<file path="src/verilog/pie_pkg.sv">
// pie_pkg: constants, carriers and state layout of the interrupt block
// assumes one 125 MHz clock shared with the cpu, peripherals and bus
package pie_pkg;
   // source population
   localparam int NSRC = 28;
   localparam int NCH = 8;
   localparam int NEXT = 8;
   localparam int NPER = 13;
   localparam int NXN = 4;
   localparam int NSW = 3;
   // register map, byte offsets
   localparam logic [11:0] OFS_CTL = 12'h000;
   localparam logic [11:0] OFS_CH = 12'h100;
   localparam logic [1:0] CH_SRC = 2'h0;
   localparam logic [1:0] CH_DST = 2'h1;
   localparam logic [1:0] CH_CNT = 2'h2;
   localparam logic [11:0] OFS_EDGE = 12'h200;
   localparam logic [11:0] OFS_STAT = 12'h204;
   localparam logic [11:0] OFS_MASK = 12'h208;
   localparam logic [11:0] OFS_STATE = 12'h20C;
   localparam logic [2:0] HSIZE_WORD = 3'h2;
   // edge select codes, two bits per fast input
   localparam logic [1:0] EDGE_RISE = 2'h1;
   localparam logic [1:0] EDGE_FALL = 2'h2;
   localparam logic [1:0] EDGE_BOTH = 2'h3;
   // response window
   localparam int CLK_NS = 8;
   localparam int RESP_MIN_NS = 250;
   localparam int RESP_MAX_NS = 600;
   localparam int RESP_MIN_CYC = (RESP_MIN_NS + CLK_NS - 1) / CLK_NS;
   localparam int RESP_MAX_CYC = RESP_MAX_NS / CLK_NS;
   // vector numbers per source, source 27 first; vector address is number times four
   localparam logic [NSRC-1:0][6:0] TRAP_NUM = {
      7'h46, 7'h45, 7'h44, 7'h43, 7'h42, 7'h41, 7'h40,
      7'h2F, 7'h2E, 7'h2D, 7'h2C, 7'h2B, 7'h47, 7'h2A, 7'h27, 7'h26, 7'h25, 7'h24, 7'h23, 7'h22,
      7'h1F, 7'h1E, 7'h1D, 7'h1C, 7'h1B, 7'h1A, 7'h19, 7'h18};

   typedef enum logic [2:0] {
      BUS_IDLE = 3'b001,
      BUS_ACC = 3'b010,
      BUS_RESP = 3'b100
   } pie_bus_t;

   // per-source control word: [3:0] level, [4] enable, [5] request, [6] route, [9:7] channel
   typedef struct packed {
      logic [2:0] ch;
      logic route;
      logic ir;
      logic ie;
      logic [3:0] lvl;
   } pie_ctl_t;

   typedef struct packed {
      logic cont;
      logic incdst;
      logic word;
   } pie_mode_t;

   typedef struct packed {
      logic req;
      logic [3:0] lvl;
      logic [4:0] src;
      logic [15:0] vec;
   } pie_irq_t;

   typedef struct packed {
      logic valid;
      logic word;
      logic [2:0] ch;
      logic [15:0] src;
      logic [15:0] dst;
   } pie_xfer_t;

   typedef struct packed {
      logic valid;
      logic [15:0] vec;
   } pie_trap_t;

   typedef struct packed {
      pie_bus_t bus;
      logic [11:0] waddr;
      logic wr;
      logic wok;
      logic hready;
      logic [31:0] hrdata;
      pie_ctl_t [NSRC-1:0] ctl;
      logic [NCH-1:0][15:0] sptr;
      logic [NCH-1:0][15:0] dptr;
      logic [NCH-1:0][7:0] cnt;
      pie_mode_t [NCH-1:0] mode;
      logic [15:0] edge_cfg;
      logic [7:0] status;
      logic [7:0] mask;
      logic [NEXT-1:0] ext_s1;
      logic [NEXT-1:0] ext_s2;
      logic [NEXT-1:0] ext_prev;
      pie_irq_t irq;
      pie_xfer_t xfer;
      pie_trap_t trap;
      logic irq_out;
   } pie_state_t;

   localparam pie_state_t ST_RST = '{bus: BUS_IDLE, hready: 1'b1, default: '0};
endpackage

</file>
<file path="src/verilog/pie_ctrl.sv">
// pie_ctrl: prioritised interrupt controller with eight event-transfer channels
// assumes an ahb-lite master on hclk, peripheral requests on hclk, fast pins asynchronous
`timescale 1ns/100ps
module pie_ctrl (
   input wire logic hclk,
   input wire logic hresetn,
   input wire logic hsel,
   input wire logic [31:0] haddr,
   input wire logic [1:0] htrans,
   input wire logic hwrite,
   input wire logic [2:0] hsize,
   input wire logic [31:0] hwdata,
   input wire logic hready,
   output logic hreadyout,
   output logic hresp,
   output logic [31:0] hrdata,
   input wire logic [pie_pkg::NEXT-1:0] ext_pin,
   input wire logic [pie_pkg::NPER-1:0] per_req,
   input wire logic [pie_pkg::NXN-1:0] xn_req,
   input wire logic [3:0] cpu_ilvl,
   input wire logic cpu_ack,
   input wire logic trap_valid,
   input wire logic [6:0] trap_num,
   output pie_pkg::pie_irq_t irq,
   output pie_pkg::pie_xfer_t xfer,
   output pie_pkg::pie_trap_t trap,
   output logic irq_out
);
   pie_pkg::pie_state_t st;
   pie_pkg::pie_state_t next_st;
   logic found;
   logic [4:0] widx;
   logic [3:0] wlvl;
   logic [2:0] wch;
   logic ev_go;
   logic win_std;
   logic ack_now;
   logic take;
   logic wr_go;
   logic is_ctl;
   logic is_ch;
   logic [11:0] a;
   logic [4:0] sidx;
   logic [2:0] cidx;
   logic [1:0] csel;
   logic [31:0] rdata;
   logic [7:0] stat_clr;
   logic [7:0] done_set;
   logic [pie_pkg::NEXT-1:0] edge_hit;
   logic [pie_pkg::NSRC-1:0] hw_set;
   logic [15:0] step;

   // outputs straight from the state register; hresp is tied low
   assign hreadyout = st.hready;
   assign hresp = 1'b0;
   assign hrdata = st.hrdata;
   assign irq = st.irq;
   assign xfer = st.xfer;
   assign trap = st.trap;
   assign irq_out = st.irq_out;

   // next-state logic of the whole block
   always_comb begin
      next_st = st;
      found = 1'b0;
      widx = 5'h00;
      wlvl = 4'h0;
      rdata = 32'h0000_0000;
      stat_clr = 8'h00;
      done_set = 8'h00;
      step = 16'h0001;
      a = st.waddr;
      sidx = a[6:2];
      cidx = a[6:4];
      csel = a[3:2];

      // highest level wins, lower index on a tie
      // must exceed the running service level
      for (int i = 0; i < pie_pkg::NSRC; i++) begin
         if (st.ctl[i].ir && st.ctl[i].ie && st.ctl[i].lvl > cpu_ilvl &&
             (!found || st.ctl[i].lvl > wlvl)) begin
            found = 1'b1;
            widx = 5'(i);
            wlvl = st.ctl[i].lvl;
         end
      end
      wch = st.ctl[widx].ch;
      // exhausted channel falls back to the vector
      ev_go = found && st.ctl[widx].route && (st.cnt[wch] != 8'h00 || st.mode[wch].cont);
      win_std = found && !ev_go;
      ack_now = cpu_ack && st.irq.req;

      // fast inputs: two-flop synchroniser then edge history
      next_st.ext_s1 = ext_pin;
      next_st.ext_s2 = st.ext_s1;
      next_st.ext_prev = st.ext_s2;
      for (int k = 0; k < pie_pkg::NEXT; k++) begin
         edge_hit[k] = (st.ext_s2[k] && !st.ext_prev[k] && st.edge_cfg[2*k]) ||
                       (!st.ext_s2[k] && st.ext_prev[k] && st.edge_cfg[2*k+1]);
      end
      // software nodes have no hardware request
      hw_set = {{pie_pkg::NSW{1'b0}}, xn_req, per_req, edge_hit};

      // register decode
      is_ctl = a[11:7] == pie_pkg::OFS_CTL[11:7] && sidx < 5'(pie_pkg::NSRC) && a[1:0] == 2'h0;
      is_ch = a[11:7] == pie_pkg::OFS_CH[11:7] && a[1:0] == 2'h0 && csel != 2'h3;
      take = hsel && htrans[1] && hready;
      wr_go = st.bus == pie_pkg::BUS_ACC && st.wr && st.wok;

      // read mux
      if (is_ctl) begin
         rdata = {22'h00_0000, st.ctl[sidx]};
      end else if (is_ch) begin
         case (csel)
            pie_pkg::CH_SRC: rdata = {16'h0000, st.sptr[cidx]};
            pie_pkg::CH_DST: rdata = {16'h0000, st.dptr[cidx]};
            default: rdata = {21'h00_0000, st.mode[cidx], st.cnt[cidx]};
         endcase
      end else begin
         case (a)
            pie_pkg::OFS_EDGE: rdata = {16'h0000, st.edge_cfg};
            pie_pkg::OFS_STAT: rdata = {24'h00_0000, st.status};
            pie_pkg::OFS_MASK: rdata = {24'h00_0000, st.mask};
            pie_pkg::OFS_STATE: rdata = {18'h0_0000, st.irq.req, st.irq.lvl, st.irq.src, 4'h0};
            default: rdata = 32'h0000_0000;
         endcase
      end

      // register writes, applied in the data phase
      if (wr_go) begin
         // request, enable and level per source
         if (is_ctl) begin
            next_st.ctl[sidx] = pie_pkg::pie_ctl_t'(hwdata[9:0]);
         end else if (is_ch) begin
            case (csel)
               pie_pkg::CH_SRC: next_st.sptr[cidx] = hwdata[15:0];
               pie_pkg::CH_DST: next_st.dptr[cidx] = hwdata[15:0];
               default: begin
                  next_st.cnt[cidx] = hwdata[7:0];
                  next_st.mode[cidx] = pie_pkg::pie_mode_t'(hwdata[10:8]);
               end
            endcase
         end else begin
            case (a)
               pie_pkg::OFS_EDGE: next_st.edge_cfg = hwdata[15:0];
               pie_pkg::OFS_STAT: stat_clr = hwdata[7:0];
               pie_pkg::OFS_MASK: next_st.mask = hwdata[7:0];
               default: next_st.mask = st.mask;
            endcase
         end
      end

      // ahb-lite slave: one wait state on every transfer
      case (st.bus)
         pie_pkg::BUS_IDLE, pie_pkg::BUS_RESP: begin
            if (take) begin
               next_st.bus = pie_pkg::BUS_ACC;
               next_st.waddr = haddr[11:0];
               next_st.wr = hwrite;
               next_st.wok = hsize == pie_pkg::HSIZE_WORD;
               next_st.hready = 1'b0;
            end else begin
               next_st.bus = pie_pkg::BUS_IDLE;
               next_st.hready = 1'b1;
            end
         end
         pie_pkg::BUS_ACC: begin
            next_st.bus = pie_pkg::BUS_RESP;
            next_st.hready = 1'b1;
            next_st.hrdata = st.wr ? 32'h0000_0000 : rdata;
         end
         default: begin
            next_st.bus = pie_pkg::BUS_IDLE;
            next_st.hready = 1'b1;
         end
      endcase

      if (ack_now) begin
         next_st.ctl[st.irq.src].ir = 1'b0;
      end

      // eight channels, one served per cycle
      // a single one-cycle move, no branch
      next_st.xfer.valid = ev_go;
      if (ev_go) begin
         next_st.ctl[widx].ir = 1'b0;
         next_st.xfer.word = st.mode[wch].word;
         next_st.xfer.ch = wch;
         next_st.xfer.src = st.sptr[wch];
         next_st.xfer.dst = st.dptr[wch];
         // bump one pointer by the item size
         step = st.mode[wch].word ? 16'h0002 : 16'h0001;
         if (st.mode[wch].incdst) begin
            next_st.dptr[wch] = 16'(st.dptr[wch] + step);
         end else begin
            next_st.sptr[wch] = 16'(st.sptr[wch] + step);
         end
         if (!st.mode[wch].cont) begin
            next_st.cnt[wch] = 8'(st.cnt[wch] - 8'h01);
            done_set[wch] = st.cnt[wch] == 8'h01;
         end
      end

      // present winner to the cpu, gap after accept
      // request shows on the next edge
      next_st.irq.req = win_std && !ack_now;
      if (win_std) begin
         next_st.irq.lvl = wlvl;
         next_st.irq.src = widx;
         // vector from the source's own number
         next_st.irq.vec = {7'h00, pie_pkg::TRAP_NUM[widx], 2'b00};
      end

      // hardware requests land last so a set beats a clear
      for (int j = 0; j < pie_pkg::NSRC; j++) begin
         if (hw_set[j]) begin
            next_st.ctl[j].ir = 1'b1;
         end
      end
      next_st.status = (st.status & ~stat_clr) | done_set;
      next_st.irq_out = |(next_st.status & next_st.mask);

      // software trap number to vector address
      next_st.trap.valid = trap_valid;
      if (trap_valid) begin
         next_st.trap.vec = {7'h00, trap_num, 2'b00};
      end
   end

   // state register
   always_ff @(posedge hclk or negedge hresetn) begin
      if (!hresetn) begin
         st <= pie_pkg::ST_RST;
      end else begin
         st <= next_st;
      end
   end

   // helper for checks: channel figures seen when a move was launched
   logic [7:0] chk_cnt;
   logic chk_cont;
   logic chk_wr;
   localparam int resp_max = pie_pkg::RESP_MAX_CYC;
   always_ff @(posedge hclk or negedge hresetn) begin
      if (!hresetn) begin
         chk_cnt <= 8'h00;
         chk_cont <= 1'b0;
         chk_wr <= 1'b0;
      end else begin
         chk_cnt <= st.cnt[wch];
         chk_cont <= st.mode[wch].cont;
         chk_wr <= wr_go;
      end
   end
endmodule // pie_ctrl

</file>
<file path="config.mk">
export PLATFORM = sky130hd
export DESIGN_NAME = pie_ctrl
export DESIGN_NICKNAME = d
export VERILOG_FILES = /design/src/verilog/pie_pkg.sv /design/src/verilog/pie_ctrl.sv
export SDC_FILE = /design/constraint.sdc
export NUM_CORES = 2
export LEC_CHECK = 0
export ABC_AREA = 1
export BUFFER_PORTS_ARGS = -buffer_cell sky130_fd_sc_hd__buf_2
export CORE_ASPECT_RATIO = 1.5
export CORE_UTILIZATION = 50
export CTS_CLUSTER_SIZE = 24
export DETAILED_ROUTE_END_ITERATION = 8
export PLACE_DENSITY = 0.67
export SLEW_MARGIN = 30
export SYNTH_ARGS = -nofsm -noshare
export SYNTH_HDL_FRONTEND = slang
export SYNTH_SLANG_ARGS = --single-unit
</file>
<file path="constraint.sdc">
create_clock -name hclk -period 39.2 [get_ports hclk]
set_input_delay 5.88 -clock hclk [delete_from_list [all_inputs] [get_ports hclk]]
set_output_delay 5.88 -clock hclk [all_outputs]
set_load 0.02 [all_outputs]
</file>
==> run metrics <==
CP endpoint kind flop; Clk Latency, worst-skew pair 0.71 ns; Min-Delay Path Class reg2reg; clk slew on worst S/H paths about 0.07 ns; mapped cell area roughly 0.05 mm²; Area after DPL 0.0557 mm²; DP Wirelength around 150000 µm; GRT Total Usage 0.415; post-synthesis register bit count 777; die area approximately 0.10 mm²; synthesized instance count ~7000; Die X 263 µm; die outline height a little under 400 µm; CTS root buffer clkbuf_16; Core Rows between 100 and 150; top cells by area, synth dfrtp_1, nand2_1, o21ai_0; via count between 50000 and 60000; number of vias per cell 6.21; hold_buf cts 0; fin crit share 0.973; CTS Buf Count just over 80; CP max FO 8; Final ANT Viol Nets 0; Max stage delay on crit path 0.35 ns; max_slew headroom 0.0732; Setup crit start kind input port; fraction of layout instances using a drive strength above 1 0.200; # setup viols final 0; Worst EP required between 30 and 40 ns; most used cell, CP nand2_1; maxcap violations 0; clk_skew approximately 0.044 ns; Avg WL per Cell 25.2 µm; Post-synth EDFFs 0; FFs w/ async S/R, synth 1.00; Top FF cell, synth dfrtp_1; first drt pass iteration count 7; Final nets 7809; Layout area overhead 21.1%; CTS tree built; WP data arrival 38.74 ns; fill count ~9100; Post-Layout Inst Area 0.0618 mm²; DRT iter0 DRCs roughly 6500; largest net degree at the start of global routing roughly 170; clock sink count between 700 and 800; H-tree Lvls 3; initial antenna violation count 13; area share of the largest cell type after synthesis 0.380; area of the multi-input gates 0.0283 mm²; worst slew pin tran 1.36 ns; max-slew violation count 0; type of the worst setup path in2reg; status finished clean; first-pass GRT wire length ~320000 µm; core area between 0.1 and 0.15 mm²; YS warnings 0; starting density of the core 0.504; Final Hold Vio Count 0; FMAX between 20 and 30 MHz; fin util 0.610; biggest area consumer among synthesized cells dfrtp_1; register area share after synthesis 0.381; GP Congestion 1.02; CTS max path bufs 3; Congestion Overflow GR 0; syn avg cell area about 7.3 µm²; Period minus WS final 38.15 ns; Port Buf Inserts 154; RSZ-0062 raised after global routing yes; worst slack, placed -2.15 ns; Reg area 0.0194 mm²; hold slack between 0.3 and 0.4 ns; vias in the first global route 51034; IO Pins about 230; Netlist cell types 74; critical path's slowest cell ha_1; final setup margin 1.05 ns; WL final approximately 220000 µm; DRC viols 0
## per-layer routing
| layer | track usage | up-vias | routed length, µm |
|---|---|---|---|
| met3 | 0.104 | 1222 | 22800 |
| li1 | - | 24464 | - |
| met4 | 0.406 | 12 | 25600 |
| met5 | 0 | - | 84 |
| met1 | 0.444 | 25789 | 73800 |
| met2 | 0.666 | 3460 | 101000 |
## metrics by stage
stage / TNS, ns / instances
6_report: 0 / 8853
5_1_grt: -597.67 / 8852
4_1_cts: 0 / 8719
3_5_place_dp: -669.43 / 8565
3_3_place_gp: -479.76 / 8564
2_1_floorplan: 0 / 7037
## synth_stat cells (14+ instances only)
| master | count |
|---|---|
| nor3_1 | 52 |
| nand4_1 | 105 |
| o21ai_1 | 357 |
| inv_2 | 51 |
| buf_4 | 141 |
| nand2_1 | 2140 |
| inv_1 | 583 |
| buf_1 | 24 |
| o21ai_0 | 675 |
| nand2_4 | 17 |
| o41ai_1 | 17 |
| a21oi_1 | 139 |
| ha_1 | 215 |
| dfrtp_1 | 775 |
| o21bai_1 | 24 |
| o22ai_1 | 200 |
| clkbuf_1 | 205 |
| o2111ai_1 | 23 |
| nand2_2 | 51 |
| a31oi_1 | 36 |
| a22oi_1 | 31 |
| o221ai_1 | 16 |
| a21o_1 | 14 |
| o211ai_1 | 129 |
| buf_2 | 86 |
| or2_2 | 17 |
| xor2_1 | 23 |
| buf_6 | 35 |
| nor2_1 | 307 |
| a221oi_1 | 77 |
| a211oi_1 | 15 |
| nand3_1 | 258 |
## cell type report
class | count | area share
diodes | 4 | 0.000162
clock inverters | 27 | 0.00460
flip-flops and latches | 777 | 0.315
inverters | 652 | 0.0412
clock buffers | 122 | 0.0397
repair buffers | 849 | 0.115
well taps | 1305 | 0.0264
multi-input cells | 5117 | 0.459
## logic make-up (layout without fill, tap and decap cells)
group	after synthesis	count (layout)	share of synthesized area
AO/OA/AOI/OAI	1812	1812	0.208
flip-flops	777	777	0.381
buffers and inverters	1152	1650	0.104
multiplexers	16	16	0.00331
XOR/XNOR	28	28	0.00539
other	1	39	0.0000735
AND/OR/NAND/NOR	3000	3009	0.244
adder cells (fa/ha/maj)	217	217	0.0535
## cell usage in the layout (no fill, tap or decap), types with 15 or more instances in the layout
master,n
nand2_2,129
o21ai_0,592
o2111ai_1,19
clkinv_1,15
a221oi_1,74
o21bai_1,24
dfrtp_1,775
buf_4,578
o221ai_1,15
a31oi_1,36
a21oi_1,128
nor2_4,23
nand2_4,55
nand3_1,245
inv_1,550
buf_6,55
nand2_1,2028
nand4_1,105
o22ai_1,193
clkbuf_1,18
o21ai_1,371
a22oi_1,30
clkbuf_8,19
ha_1,193
a211oi_1,15
o211ai_1,129
conb_1,35
clkbuf_16,93
clkinv_2,17
buf_2,149
nor2_1,284
ha_4,19
o21ai_2,65
inv_2,62
buf_12,47
or2_2,17
nor3_1,42
## what timing repair did
action / in CTS / in global routing
setup buffers: 4 / 112
cloned: 1 / 19
pin swaps: 9 / 261
gates resized for setup: 63 / 518
endpoints found under the setup margin: 411 / 411
## final timing paths
kind	end	slack, ns	startpoint	cells after the start
worst max-delay path	st[476]	1.05	cpu_ilvl[1]	293
worst min-delay path	next_st[86]	0.35	next_st[94]	0
worst max register to register	st[476]	5.84	flop	291
worst min register to register	next_st[86]	0.35	next_st[94]	0
max in group asynchronous	asynchronous set/reset pin	31.67	hresetn	5
min in group asynchronous	trap[7]	5.17	hresetn	1
## critical path: cells and delay by family
family,cells,cell delay (ns)
buf+inv,38,2.86
simple gates,165,14.83
xor+xnor,1,0.22
fa+ha+maj,29,8.37
compound gates,60,6.53
Power is left out: the tool's default activity adds up to more than one toggle a clock period on the data nets, which glitch-free logic cannot reach.
